File: src/core/ref_pll_cfg.svh
// Offsets, field positions, reset values and fixed figures of the reference select and divider block
`ifndef REF_PLL_CFG_SVH
`define REF_PLL_CFG_SVH

// Byte offsets in the configuration memory
`define OFS_DRIVE        8'h06
`define OFS_LOAD_CAP     8'h07
`define OFS_PRE_BASE     8'h08
`define OFS_FB_BASE      8'h0c
`define OFS_REF_CTRL     8'h34
`define OFS_POST_BASE    8'h40
`define OFS_SS0_BASE     8'h60
`define OFS_SS1_BASE     8'h68
`define OFS_SS_TSSC      8'h00
`define OFS_SS_OFFSET    8'h01

// Field positions
`define REF_PRIM_BIT     0
`define REF_SWITCH_LSB   6
`define FB_A_LSB         4
`define POST_MODE_LSB    2
`define POST_SRC_LSB     4

// Reset values
`define RST_DRIVE        2'h3
`define RST_LOAD_CAP     8'h00
`define RST_PRE          8'h01
`define RST_FB_N         12'h000
`define RST_POST_MODE    2'h1

// Load capacitance base 3.5 pF in 0.125 pF steps
`define CAP_BASE_STEPS   9'h01c
// Fixed modifiers of the divide equations
`define POST_Q_ADD       11'h002
`define FRAC_STEPS       20'h00040
// Frequency control mode in which the select pin is ignored
`define FREQ_CTRL_NO_PIN_SEL 2'h2

`endif

File: src/core/ref_pll_pkg.sv
// Types of the reference select and divider block
package ref_pll_pkg;

  localparam int NUM_PLL  = 3;
  localparam int NUM_BANK = 5;

  typedef enum logic [1:0] {
    POST_OFF,
    POST_DIV1,
    POST_DIV2,
    POST_DIVQ
  } post_mode_e;

  typedef struct packed {
    logic [7:0]                  cap;
    logic [1:0]                  drv;
    logic                        prim;
    logic [1:0]                  swmode;
    logic [NUM_PLL-1:0][7:0]     d;
    logic [NUM_PLL-1:0][11:0]    n;
    logic [1:0][3:0]             a;
    logic [1:0][3:0]             tssc;
    logic [1:0][5:0]             ssoff;
    logic [NUM_BANK-1:0][9:0]    q;
    logic [NUM_BANK-1:0][1:0]    pmode;
    logic [NUM_BANK-1:0][1:0]    src;
    logic                        ref_prev;
    logic [NUM_PLL-1:0][7:0]     pre_cnt;
    logic [NUM_PLL-1:0]          pfd;
    logic [NUM_BANK-1:0][10:0]   pcnt;
    logic [NUM_BANK-1:0][10:0]   pdiv;
    logic [NUM_BANK-1:0]         bank_out;
    logic                        out1;
    logic [NUM_PLL-1:0][19:0]    mx64;
    logic [7:0]                  rdata;
    logic                        ref_sel;
  } state_s;

endpackage

File: src/core/ref_pll_ctrl.sv
// Reference selection, pre-scalers, feedback ratios and output post-dividers
// How it works
// - Select bit 0 makes the crystal input primary, 1 makes the second input primary.
// - Select pin low routes the primary reference, high routes the secondary.
// - The select pin is ignored in frequency control mode 2; the bit still selects.
// - Load capacitance equals 3.5 pF plus code times 0.125 pF.
// - Each PLL pre-scaler divides the selected reference by 1 to 255.
// - Pre-scaler value zero powers down that PLL and all its outputs.
// - PLL0/1 feedback is 2N+A+1, with A code 0000 counting as -1.
// - With spread on (nonzero TSSC) the feedback adds offset over 64.
// - PLL2 feedback is plain N, 1 to 4095, no adjust or fraction.
// - Feedback N of zero lets the VCO slew to minimum frequency.
// - Banks two to six decode mode: off, div 1, div 2, Q divider.
// - Q divider mode divides by Q plus 2, Q up to 1023.
// - Banks two to six add a fixed divide by 2 after the post-divider.
// - The first output has no post-divider in its path.
// - A disabled bank gives no clock but stays powered.
// - Spread on PLL0/1 folds the offset field into the feedback value.
// - The select pin defaults low through a weak pull-down.
`timescale 1ns/1ps
`include "ref_pll_cfg.svh"

module ref_pll_ctrl (
  input  wire logic        clk_sys_i,
  input  wire logic        arst_n_i,
  input  wire logic [7:0]  reg_addr_i,
  input  wire logic [7:0]  reg_wdata_i,
  input  wire logic        reg_we_i,
  output logic      [7:0]  reg_rdata_o,
  input  wire logic        crystal_or_ref_input_i,
  input  wire logic        second_ref_input_i,
  input  wire logic        general_input_five_i,
  input  wire logic [1:0]  manual_freq_control_i,
  input  wire logic [2:0]  vco_tick_i,
  output logic             ref_selected_o,
  output logic             ref_is_second_o,
  output logic [8:0]       load_cap_steps_o,
  output logic [1:0]       crystal_drive_strength_o,
  output logic [1:0]       switchover_mode_o,
  output logic [2:0]       pfd_tick_o,
  output logic [2:0]       pll_power_down_o,
  output logic [2:0]       vco_slew_min_o,
  output logic [59:0]      feedback_x64_o,
  output logic             out_first_o,
  output logic [4:0]       bank_clk_o,
  output logic [4:0]       bank_powered_o
);

  localparam int NP = ref_pll_pkg::NUM_PLL;
  localparam int NB = ref_pll_pkg::NUM_BANK;

  ref_pll_pkg::state_s s_q;
  ref_pll_pkg::state_s s_d;

  // ==========================================================
  // Decoding helpers
  // ==========================================================
  function automatic logic [10:0] post_div(input logic [1:0] mode, input logic [9:0] q);
    logic [10:0] r;
    r = 11'h001;
    case (ref_pll_pkg::post_mode_e'(mode))
      ref_pll_pkg::POST_OFF:  r = 11'h001;
      ref_pll_pkg::POST_DIV1: r = 11'h001;
      ref_pll_pkg::POST_DIV2: r = 11'h002;
      ref_pll_pkg::POST_DIVQ: r = {1'b0, q} + `POST_Q_ADD;
      default:                r = 11'h001;
    endcase
    return r;
  endfunction

  function automatic logic [1:0] pll_of(input logic [1:0] src);
    return (src == 2'h3) ? 2'h2 : src;
  endfunction

  // ==========================================================
  // Next state
  // ==========================================================
  logic        use_second;
  logic        ref_now;
  logic        ref_rise;
  logic [13:0] m_int;
  logic [1:0]  p;

  always_comb begin
    s_d = s_q;
    m_int = 14'h0000;
    p = 2'h0;

    // Register writes
    if (reg_we_i) begin
      case (reg_addr_i)
        `OFS_DRIVE:    s_d.drv = reg_wdata_i[1:0];
        `OFS_LOAD_CAP: s_d.cap = reg_wdata_i;
        `OFS_REF_CTRL: begin
          s_d.prim = reg_wdata_i[`REF_PRIM_BIT];
          s_d.swmode = reg_wdata_i[`REF_SWITCH_LSB +: 2];
        end
        `OFS_SS0_BASE + `OFS_SS_TSSC:   s_d.tssc[0] = reg_wdata_i[3:0];
        `OFS_SS0_BASE + `OFS_SS_OFFSET: s_d.ssoff[0] = reg_wdata_i[5:0];
        `OFS_SS1_BASE + `OFS_SS_TSSC:   s_d.tssc[1] = reg_wdata_i[3:0];
        `OFS_SS1_BASE + `OFS_SS_OFFSET: s_d.ssoff[1] = reg_wdata_i[5:0];
        default: begin
        end
      endcase
      for (int i = 0; i < NP; i++) begin
        if (reg_addr_i == `OFS_PRE_BASE + 8'(i)) begin
          s_d.d[i] = reg_wdata_i;
        end
        if (reg_addr_i == `OFS_FB_BASE + 8'(2 * i)) begin
          s_d.n[i][7:0] = reg_wdata_i;
        end
        if (reg_addr_i == `OFS_FB_BASE + 8'(2 * i + 1)) begin
          s_d.n[i][11:8] = reg_wdata_i[3:0];
          if (i < 2) begin
            s_d.a[i[0]] = reg_wdata_i[`FB_A_LSB +: 4];
          end
        end
      end
      for (int b = 0; b < NB; b++) begin
        if (reg_addr_i == `OFS_POST_BASE + 8'(2 * b)) begin
          s_d.q[b][7:0] = reg_wdata_i;
        end
        if (reg_addr_i == `OFS_POST_BASE + 8'(2 * b + 1)) begin
          s_d.q[b][9:8] = reg_wdata_i[1:0];
          s_d.pmode[b] = reg_wdata_i[`POST_MODE_LSB +: 2];
          s_d.src[b] = reg_wdata_i[`POST_SRC_LSB +: 2];
        end
      end
    end

    // Register reads, one cycle after the address
    s_d.rdata = 8'h00;
    case (reg_addr_i)
      `OFS_DRIVE:    s_d.rdata = {6'h00, s_q.drv};
      `OFS_LOAD_CAP: s_d.rdata = s_q.cap;
      `OFS_REF_CTRL: s_d.rdata = {s_q.swmode, 4'h0, s_q.ref_sel, s_q.prim};
      `OFS_SS0_BASE + `OFS_SS_TSSC:   s_d.rdata = {4'h0, s_q.tssc[0]};
      `OFS_SS0_BASE + `OFS_SS_OFFSET: s_d.rdata = {2'h0, s_q.ssoff[0]};
      `OFS_SS1_BASE + `OFS_SS_TSSC:   s_d.rdata = {4'h0, s_q.tssc[1]};
      `OFS_SS1_BASE + `OFS_SS_OFFSET: s_d.rdata = {2'h0, s_q.ssoff[1]};
      default: begin
      end
    endcase
    for (int i = 0; i < NP; i++) begin
      if (reg_addr_i == `OFS_PRE_BASE + 8'(i)) begin
        s_d.rdata = s_q.d[i];
      end
      if (reg_addr_i == `OFS_FB_BASE + 8'(2 * i)) begin
        s_d.rdata = s_q.n[i][7:0];
      end
      if (reg_addr_i == `OFS_FB_BASE + 8'(2 * i + 1)) begin
        s_d.rdata = {(i < 2) ? s_q.a[i[0]] : 4'h0, s_q.n[i][11:8]};
      end
    end
    for (int b = 0; b < NB; b++) begin
      if (reg_addr_i == `OFS_POST_BASE + 8'(2 * b)) begin
        s_d.rdata = s_q.q[b][7:0];
      end
      if (reg_addr_i == `OFS_POST_BASE + 8'(2 * b + 1)) begin
        s_d.rdata = {2'h0, s_q.src[b], s_q.pmode[b], s_q.q[b][9:8]};
      end
    end

    // Reference selection; the pin reads low when unconnected thanks to its pull-down
    use_second = general_input_five_i && (manual_freq_control_i != `FREQ_CTRL_NO_PIN_SEL);
    s_d.ref_sel = s_q.prim ^ use_second;
    ref_now = s_q.ref_sel ? second_ref_input_i : crystal_or_ref_input_i;
    s_d.ref_prev = ref_now;
    ref_rise = ref_now && !s_q.ref_prev;

    // Pre-scalers count rising reference edges; a lowered D applies via the >= compare
    for (int i = 0; i < NP; i++) begin
      s_d.pfd[i] = 1'b0;
      if (s_q.d[i] == 8'h00) begin
        s_d.pre_cnt[i] = 8'h00;
      end else if (ref_rise) begin
        if (s_q.pre_cnt[i] + 8'h01 >= s_q.d[i]) begin
          s_d.pre_cnt[i] = 8'h00;
          s_d.pfd[i] = 1'b1;
        end else begin
          s_d.pre_cnt[i] = s_q.pre_cnt[i] + 8'h01;
        end
      end
    end

    // Feedback ratios in 1/64 steps
    for (int i = 0; i < NP; i++) begin
      if (i < 2) begin
        if (s_q.a[i[0]] == 4'h0) begin
          m_int = {1'b0, s_q.n[i], 1'b0};
        end else begin
          m_int = {1'b0, s_q.n[i], 1'b0} + {10'h000, s_q.a[i[0]]} + 14'h0001;
        end
        s_d.mx64[i] = {m_int, 6'h00};
        if (s_q.tssc[i[0]] != 4'h0) begin
          s_d.mx64[i] = {m_int, 6'h00} + {14'h0000, s_q.ssoff[i[0]]};
        end
      end else begin
        s_d.mx64[i] = {2'h0, s_q.n[i], 6'h00};
      end
    end

    // First output follows the PLL0 VCO directly
    s_d.out1 = vco_tick_i[0] && (s_q.d[0] != 8'h00);

    // Post-dividers, each terminal toggles the bank output for the fixed divide by 2
    for (int b = 0; b < NB; b++) begin
      p = pll_of(s_q.src[b]);
      if (s_q.pmode[b] == ref_pll_pkg::POST_OFF || s_q.d[p] == 8'h00) begin
        s_d.pcnt[b] = 11'h000;
        s_d.bank_out[b] = 1'b0;
        s_d.pdiv[b] = post_div(s_q.pmode[b], s_q.q[b]);
      end else if (vco_tick_i[p]) begin
        if (s_q.pcnt[b] + 11'h001 >= s_q.pdiv[b]) begin
          s_d.pcnt[b] = 11'h000;
          s_d.bank_out[b] = !s_q.bank_out[b];
          s_d.pdiv[b] = post_div(s_q.pmode[b], s_q.q[b]);
        end else begin
          s_d.pcnt[b] = s_q.pcnt[b] + 11'h001;
        end
      end
    end
  end

  // ==========================================================
  // State register
  // ==========================================================
  always_ff @(posedge clk_sys_i or negedge arst_n_i) begin
    if (!arst_n_i) begin
      s_q <= '0;
      s_q.drv <= `RST_DRIVE;
      s_q.cap <= `RST_LOAD_CAP;
      s_q.d <= {NP{`RST_PRE}};
      s_q.n <= {NP{`RST_FB_N}};
      s_q.pmode <= {NB{`RST_POST_MODE}};
      s_q.pdiv <= {NB{11'h001}};
    end else begin
      s_q <= s_d;
    end
  end

  // ==========================================================
  // Outputs
  // ==========================================================
  always_comb begin
    reg_rdata_o = s_q.rdata;
    ref_selected_o = s_q.ref_sel ? second_ref_input_i : crystal_or_ref_input_i;
    ref_is_second_o = s_q.ref_sel;
    load_cap_steps_o = `CAP_BASE_STEPS + {1'b0, s_q.cap};
    crystal_drive_strength_o = s_q.drv;
    switchover_mode_o = s_q.swmode;
    pfd_tick_o = s_q.pfd;
    out_first_o = s_q.out1;
    bank_clk_o = s_q.bank_out;
    for (int i = 0; i < NP; i++) begin
      pll_power_down_o[i] = (s_q.d[i] == 8'h00);
      vco_slew_min_o[i] = (s_q.n[i] == 12'h000);
      feedback_x64_o[20*i +: 20] = s_q.mx64[i];
    end
    for (int b = 0; b < NB; b++) begin
      bank_powered_o[b] = (s_q.d[pll_of(s_q.src[b])] != 8'h00);
    end
  end

endmodule

File: config.mk
export PLATFORM = sky130hd
export DESIGN_NAME = ref_pll_ctrl
export DESIGN_NICKNAME = d
export VERILOG_FILES = /design/src/core/ref_pll_pkg.sv /design/src/core/ref_pll_ctrl.sv
export VERILOG_INCLUDE_DIRS = /design/src /design/src/core
export SDC_FILE = /design/constraint.sdc
export NUM_CORES = 1
export LEC_CHECK = 0
export BUFFER_PORTS_ARGS = -buffer_cell sky130_fd_sc_hd__buf_2
export CELL_PAD_IN_SITES_DETAIL_PLACEMENT = 1
export CELL_PAD_IN_SITES_GLOBAL_PLACEMENT = 1
export CORE_MARGIN = 2
export CORE_UTILIZATION = 29
export DETAILED_ROUTE_END_ITERATION = 8
export PLACE_DENSITY = 0.62
export SLEW_MARGIN = 30
export SYNTH_ARGS = -nofsm -noshare
export SYNTH_HDL_FRONTEND = slang
export SYNTH_SLANG_ARGS = --single-unit
File: constraint.sdc
create_clock -name clk_sys_i -period 4.9 [get_ports clk_sys_i]
set_input_delay 0.49 -clock clk_sys_i [delete_from_list [all_inputs] [get_ports clk_sys_i]]
set_output_delay 0.49 -clock clk_sys_i [all_outputs]
set_load 0.01 [all_outputs]
* After elaboration in Yosys (flattened, before gate mapping)
Cells that the tools add are included.
** Storage, ports and cells
- Register bits :: 376
- Input port bits :: 27
- Output and inout port bits :: 103
- Word-level logic and storage cells :: 353
** Operators by class
- Add/subtract/negate cells :: 20
- $lt $le $gt $ge :: 13
- Equality and inequality tests :: 47
- Multiplexer cells :: 118
- Bitwise logic cells :: 1
- Reductions and logical operators :: 89
** Operator list (count)
- $mux W11 :: 30
- $mux W8 :: 33
- $pmux W11 S3 :: 5
- $eq A8 B7 Y1 const B :: 14
- $bmux W8 S2 :: 5
- $logic_not A8 Y1 :: 8
- $reduce_and A2 Y1 :: 31
- $eq A8 B4 Y1 const B :: 7
- $pmux W8 S7 :: 1
- $add A10 B2 Y11 const B :: 5
- $add A11 B1 Y11 const B :: 5
- $ge A11 B11 Y1 :: 5
- $reduce_bool A8 Y1 :: 6
- $add A20 B6 Y20 :: 2
- $mux W20 :: 2
- $logic_not A12 Y1 :: 3
- $eq A2 B2 Y1 const B :: 15
- $mux W1 :: 30
- $add A13 B4 Y14 :: 2
- $add A14 B1 Y14 const B :: 2
- $mux W14 :: 2
- $reduce_bool A2 Y1 :: 13
- $add A8 B1 Y8 const B :: 3
- $ge A8 B8 Y1 :: 3
- 17 further kinds :: 56

* Depth between registers and ports, before layout
Gate-level depths: netlist of run 1.
- Depth after elaboration :: 21
- Depth in mapped cells :: 14
- Depth with buffers taken out :: 13

* Least setup slack after synthesis of run 1
OpenSTA, ideal clock, no wires.
- Path type :: register -> register
- Start :: reg s_q[152] (netlist name)
- End :: reg s_q[106] (netlist name)
- Setup time :: 0.125 ns
- Data arrival time :: 3.122 ns
- Required time :: 4.775 ns
- Slack :: 1.653 ns
- Stages on the path, launching flop included :: 14
- Buffers on the path :: 1
- Clock period less this slack :: 3.247 ns
- Path through :: dfrtp_1 ha_1 nand3_1 nor3_1 nand3_1 xnor2_1 ha_1 and4_1 nand4_1 o31ai_1 a2111oi_4 o21bai_1 buf_4 mux2_2
** On the way
- Cells in the longest elaborated chain, start to end :: 4
** Ends and longest elaborated chain
- start: declaration :: line ref_pll_ctrl.sv:52 : ref_pll_pkg::state_s s_q;
- $add A11 B1 Y11 :: line ref_pll_ctrl.sv:214 : if (s_q.pcnt[b] + 11'h001 >= s_q.pdiv[b]) begin
- $ge A11 B11 Y1 :: line ref_pll_ctrl.sv:214
- $reduce_bool A2 Y1 (no line)
- $reduce_and A2 Y1 (no line)
No other way between the ends.
A chain may end at the register's enable or synchronous reset.

* Final worst setup path of run 1
- Start :: reg s_q[152] (netlist name)
- End :: reg s_q[107] (netlist name)
Same word-level chain as after synthesis.

==> reports/qor.txt, run 1 <==
Clock group share of total power: 0.462
Critical Path Start: s_q[152]
Global-route wire length before repair: 106000 um
Critical Path Start Type: flop
Slowest cell on the critical path: a2111oi_4
Crit share post-route: 0.842
I/O pins: 130
Design Area, Final: 24400 um2
Initial Util: 0.293
DP Area: 22800 um2
DP Cell Count: 3112
Crit path max fanout: 15
Drt drc: 0
Main synth FF type: dfrtp_1
Crit path DAT: 4580 ps
# H-tree levels: 2
Cell Rows: 100
CP required: 5350 ps
Levels on crit path: 12
Reg2Reg Launch Point: s_q[152]
Vias in the first global route: 17.7k
FF+latch count, synth: 376
Clock latency on the worst-skew pair: 600 ps
Maximum clock rate: 242 MHz
Clk slew on worst S/H paths: 60 ps
Die area: 77200 um2
Yosys top cell by area: dfrtp_1
WHS Path Cells: 3
Avg Cell Area, Syn: 10.0 um2
Top delay family on crit path: compound AO/OA/AOI/OAI gates
Drt first pass iters: 7
CP Cell Sequence: ha_1, nand3_1, nor3_1, nand3_1, xnor2_1, ha_1, and4_1, o211ai_1, o31ai_1, a2111oi_4, o21bai_2, mux2_2
RSZ-0062 raised after global routing: no
Final Hold Vio Count: 0
CTS Sinks: 376
Max incr delay on CP: 810 ps
Total gr overflow: 0
Initial antenna violation count: 3
Die Wd: 278 um
Synth warnings: 0
Top-area cell type share of the netlist area: 0.415
Sequential fraction of design power: 0.440
Distinct cells, synth: 88
Post-synth top cells: dfrtp_1 (361), nand2_1 (229), mux2_2 (186)
Setup CP Type: flop to flop
Port bufs: 121
Layout Cells excl Fill: 3199
Max-slew violation count: 0
Relative slew slack: 0.308
Static leakage: 11.0 nW
Tot Pwr: 7.68 mW
Critical path capture point: s_q[107]
Fin nets: 2319
CTS tree: yes
Combinational share of power: 0.098
Routability cong.: 0.925
Via count: 16.8k
DRT antenna net count: 0
Most numerous cell in the Yosys netlist: dfrtp_1
Max-cap violations: 0
Final setup skew: 29.1 ps
Clock buffer depth: 3
Synth top area cells: dfrtp_1 (42%), mux2_2 (9.6%), ha_1 (5.7%)
Layout cells sized above 1: 0.204
Layout area overhead: 12.1%
Iter 0 DRT Violations: 973
FFs w/ async S/R, synth: 1.00
Final Routed Wirelength: 68100 um
CTS root buf: clkbuf_16
R2R depth: 12
Period minus WS final: 4120 ps
HPWL after DPL: 49900 um
Core area: 74300 um2
Via density: 5.26
R2r endpoint: s_q[107]
Syn Std Cell Area: 21700 um2
Total negative slack: 0 ps
Pwr dens: 315 nW/um2
Worst setup EP type: flop
GRT Overall Usage: 0.174
Drt wl/cell: 21.3 um
# setup viols final: 0
Worst path bufs/invs: 0
CTS buffer count: 45
Register area share after synthesis: 0.434
Worst VDD drop: 235 uV
Net Sw Power: 2.08 mW
Reg-to-reg slack, setup: 780 ps
Worst-margin pin slew: 1030 ps
Int Pwr: 5.60 mW
Synth Instances: 2169
Worst min path class: input pin to flop
Die H: 278 um
Status: complete, no violations
EDFF count, synth: 0
Largest net degree at the start of global routing: 121
Sw Ratio: 0.271
## power groups by stage
stage | sequential [mW] | clock, mW | combinational [mW]
floorplan | 3.34 | 0 | 0.487
global placement | 3.42 | 0 | 0.746
detailed placement | 3.43 | 0 | 0.765
CTS | 3.37 | 3.66 | 0.770
global route | 3.39 | 3.77 | 0.831
finish | 3.38 | 3.55 | 0.755
## what timing repair did
item	CTS	global route
buffers inserted	0	0
endpoints found under the hold margin	27	0
gates resized for setup	0	0
hold buffers	1	0
## through the flow
step | setup slack [ps] | hold slack (ps) | utilization
2_1_floorplan | 1650 | 194 | -
6_report | 775 | 205 | 0.328
3_3_place_gp | 753 | 456 | 0.306
4_1_cts | 753 | 175 | 0.328
5_1_grt | 523 | 211 | 0.328
3_5_place_dp | 773 | 461 | 0.306
## cell families after synthesis
kind of cell               after synthesis  synth area share
AOI/OAI and AO/OA                      358             0.114
xor gates and xnor gates               116            0.0467
adders and majority gates              101            0.0588
buffers and inverters                  300            0.0677
DFF                                    376             0.434
muxes                                  248             0.126
other                                    1          0.000172
and+or+nand+nor                        669             0.153
## how the worst min path moves through the flow
stage	start	endpoint	slack, ps
after detailed placement	s_d[61]	feedback_x64_o[52]	460
after global routing	general_input_five_i	ref_is_second_o	210
after global placement	s_d[61]	feedback_x64_o[52]	460
after CTS	general_input_five_i	ref_is_second_o	170
final	general_input_five_i	ref_is_second_o	210
after floorplan	arst_n_i	bank_clk_o[0]	190
## state kept, by name, indices dropped and copies added, names as in the netlist
register / flops
bank_clk_o: 5
switchover_mode_o: 2
crystal_drive_strength_o: 2
s_d: 12
ref_is_second_o: 1
reg_rdata_o: 8
s_q: 290
feedback_x64_o: 52
pfd_tick_o: 3
out_first_o: 1
## tightest hold or removal path: stages
cell     delay, ps
buf_2           90
o21ai_0         90
xnor2_1         70
## placed cells by master (no fill, tap or decap), types with 10 or more instances in the layout
cell type and instances:
and3_1 34, mux2_2 186, dfrtp_1 361, xor2_1 39, buf_2 120, nand4_1 21
xnor2_1 77, nand3_1 131, inv_1 137, o21ai_0 98, nand2_1 229, mux2i_1 57
a31oi_1 18, a221oi_1 10, clkbuf_16 46, nor4_1 24, and2_1 12, o31ai_1 14
nor2_1 80, nor3_1 28, nand2b_1 21, nor2b_1 25, o22ai_1 24, dfstp_2 15
o211ai_1 10, ha_1 99, a21o_1 15, o221ai_1 10, a21oi_1 59
## per-layer routing
| metal | wire length (um) | global-route usage |
|---|---|---|
| met2 | 32600 | 0.291 |
| met3 | 3380 | 0.0317 |
| met4 | 1780 | 0.0499 |
| met1 | 30300 | 0.230 |
| met5 | 21 | 0 |
## cell type report
class,count,area [um2]
Antenna cell,2,5.00
Fill cell,8475,49900
Clock buffer,61,1290
Multi-Input combinational cell,1500,10900
Inverter,138,518
Timing Repair Buffer,130,711
Tap cell,969,1210
Clock inverter,23,292
Sequential cell,376,9430
No activity file was read; power rests on OpenSTA's default activity.
==> run 2: changes to the inputs <==
==> constraint.sdc (replaced) <==
create_clock -name clk_sys_i -period 4.3 [get_ports clk_sys_i]
set_input_delay 0.43 -clock clk_sys_i [delete_from_list [all_inputs] [get_ports clk_sys_i]]
set_output_delay 0.43 -clock clk_sys_i [all_outputs]
set_load 0.01 [all_outputs]
==> run 2 against run 1 <==
First-iteration DRC count up 14%. Final area up 1.2%. Core utilization up 0.39 points. Largest cell class unchanged. Largest power group unchanged. Highest routed layer unchanged.
==> reports/qor.txt, run 2 (synthesis gave the netlist of run 1 again) <==
Status: complete, no violations (unchanged)
Final Hold Vio Count: 0 (unchanged)
Critical Path Start Type: flop (unchanged)
Net Sw Power: 2.39 mW (was 2.08 mW)
Crit share post-route: 0.900 (was 0.842)
Final WS setup: 429 ps (was 775 ps)
CP required: 4800 ps (was 5350 ps)
Top reg by flops: s_q (unchanged)
Vias in the first global route: 17.9k (was 17.7k)
Worst min path class: input pin to flop (unchanged)
Total negative slack: 0 ps (unchanged)
Max-slew violation count: 0 (unchanged)
Drt wl/cell: 21.2 um (was 21.3 um)
Int Pwr: 6.66 mW (was 5.60 mW)
# H-tree levels: 2 (unchanged)
Layout area overhead: 13.4% (was 12.1%)
I/O pins: 130 (unchanged)
Largest net degree at the start of global routing: 114 (was 121)
Setup CP Type: flop to flop (unchanged)
Global-route wire length before repair: 107000 um (was 106000 um)
Iter 0 DRT Violations: 1110 (was 973)
Drt first pass iters: 8 (was 7)
Cell Rows: 100 (unchanged)
Via count: 16.9k (was 16.8k)
Sw Ratio: 0.264 (was 0.271)
Relative slew slack: 0.419 (was 0.308)
Most common cell after layout, fill and taps aside: dfrtp_1 (unchanged)
Total gr overflow: 0 (unchanged)
Layout cells sized above 1: 0.212 (was 0.204)
Period minus WS final: 3870 ps (was 4120 ps)
Clock latency on the worst-skew pair: 600 ps (about the same)
Maximum clock rate: 258 MHz (was 242 MHz)
CTS Sinks: 376 (unchanged)
Die H: 278 um (unchanged)
Most frequent cells in the layout: dfrtp_1 (361), nand2_1 (229), mux2_2 (186) (unchanged)
Combinational share of power: 0.098 (about the same)
Max-cap violations: 0 (unchanged)
DP Worst Slack: 506 ps (was 773 ps)
Drt drc: 0 (unchanged)
Initial Util: 0.293 (unchanged)
HPWL after DPL: 50300 um (was 49900 um)
Fin nets: 2340 (was 2319)
Final Routed Wirelength: 68300 um (was 68100 um)
Sequential fraction of design power: 0.424 (was 0.440)
Area of the multi-input gates: 10900 um2 (about the same)
DRT antenna net count: 0 (unchanged)
Core area: 74300 um2 (unchanged)
Initial antenna violation count: 6 (was 3)
CTS root buf: clkbuf_16 (unchanged)
# Post-CTS Setup Buffers: 0 (unchanged)
Tot Pwr: 9.06 mW (was 7.68 mW)
Clk slew on worst S/H paths: 60 ps (about the same)
Routability cong.: 0.917 (was 0.925)
Clock buffer depth: 3 (unchanged)
CTS tree: yes (unchanged)
Die Wd: 278 um (unchanged)
Via density: 5.25 (was 5.26)
Die area: 77200 um2 (unchanged)
Fill cell count: 8456 (was 8475)
Clock group share of total power: 0.478 (was 0.462)
# setup viols final: 0 (unchanged)
RSZ-0062 raised after global routing: no (unchanged)
GRT Overall Usage: 0.176 (was 0.174)
Crit path max fanout: 6 (was 15)
Worst setup EP type: flop (unchanged)
Final setup skew: 24.4 ps (was 29.1 ps)
Pwr dens: 367 nW/um2 (was 315 nW/um2)
Static leakage: 11.2 nW (was 11.0 nW)
Worst VDD drop: 270 uV (was 235 uV)
Max FFs per register: 290 (unchanged)
Worst-margin pin slew: 868 ps (was 1030 ps)
Port bufs: 121 (unchanged)
CTS buffer count: 45 (unchanged)
Crit path DAT: 4370 ps (was 4580 ps)
FF+latch area: 9430 um2 (unchanged)
run 2: changes by cell type in the layout (fill, tap and decap cells not counted), moves of 2 or more:
| cell | previous run | this run |
|---|---|---|
| buf_4 | 6 | 25 |
| bufinv_16 | 5 | 10 |
| clkbuf_1 | 7 | 4 |
| clkinvlp_4 | 7 | 5 |
run 2: path summary, 6_finish.rpt:
path / startpoint / to / slack, ps / depth (start not counted)
setup / recovery: s_q[152] / s_q[100] / 430 / 13
hold / removal: general_input_five_i / ref_is_second_o / 140 / 3
setup reg to reg: s_q[152] / s_q[100] / 430 / 13
hold reg to reg: s_d[63] / feedback_x64_o[54] / 480 / 0
max in group asynchronous: arst_n_i / s_q[108] / 2780 / 4
min in group asynchronous: arst_n_i / feedback_x64_o[20] / 330 / 2
run 2: area by class of cell:
| class | instances | area share |
|---|---|---|
| Multi-Input combinational cell | 1500 | 0.443 |
| Sequential cell | 376 | 0.382 |
| Clock buffer | 58 | 0.0513 |
| Tap cell | 969 | 0.0491 |
| Timing Repair Buffer | 151 | 0.0365 |
| Inverter | 138 | 0.0210 |
| Clock inverter | 26 | 0.0171 |
| Antenna cell | 2 | 0.000203 |
run 2: power by group through the flow:
stage	Sequential [mW]	Combinational (mW)	Clock [mW]
after floorplan	3.81	0.555	0
after detailed placement	3.90	0.892	0
after global placement	3.90	0.871	0
after global routing	3.86	0.974	4.58
after CTS	3.84	0.901	4.44
final	3.84	0.885	4.33
run 2: layer usage:
layer  part of all wire  up-vias  track usage  wire [um]
met5            0.00057        -            0         39
met4              0.026        6       0.0509       1800
met3              0.047      122       0.0307       3230
met2               0.47      378        0.290      32500
met1               0.45     8643        0.235      30800
li1                   -     7760            -          -
run 2: repair_timing:
action | CTS | global route
hold endpoints to repair | 103 | 0
resized for setup | 0 | 0
hold buffers | 1 | 0
run 2: metrics by stage:
stage / area (um2) / hold slack [ps] / cells / utilization
2_1_floorplan: 21800 / 134 / 2176 / -
3_3_place_gp: 22900 / 461 / 3132 / 0.308
3_5_place_dp: 22900 / 459 / 3132 / 0.308
4_1_cts: 24600 / 122 / 3217 / 0.331
5_1_grt: 24700 / 143 / 3219 / 0.332
6_report: 24700 / 136 / 3220 / 0.332
run 2: critical path, cell delays in order, from the launching register on:
cell	delay [ps]
dfrtp_1	450
ha_1	280
nand3_1	110
nor3_1	410
nand3_1	150
xnor2_1	160
ha_1	360
and4_1	240
nand4_1	100
o31ai_1	390
a2111oi_4	110
o21bai_1	550
buf_4	290
mux2i_1	200
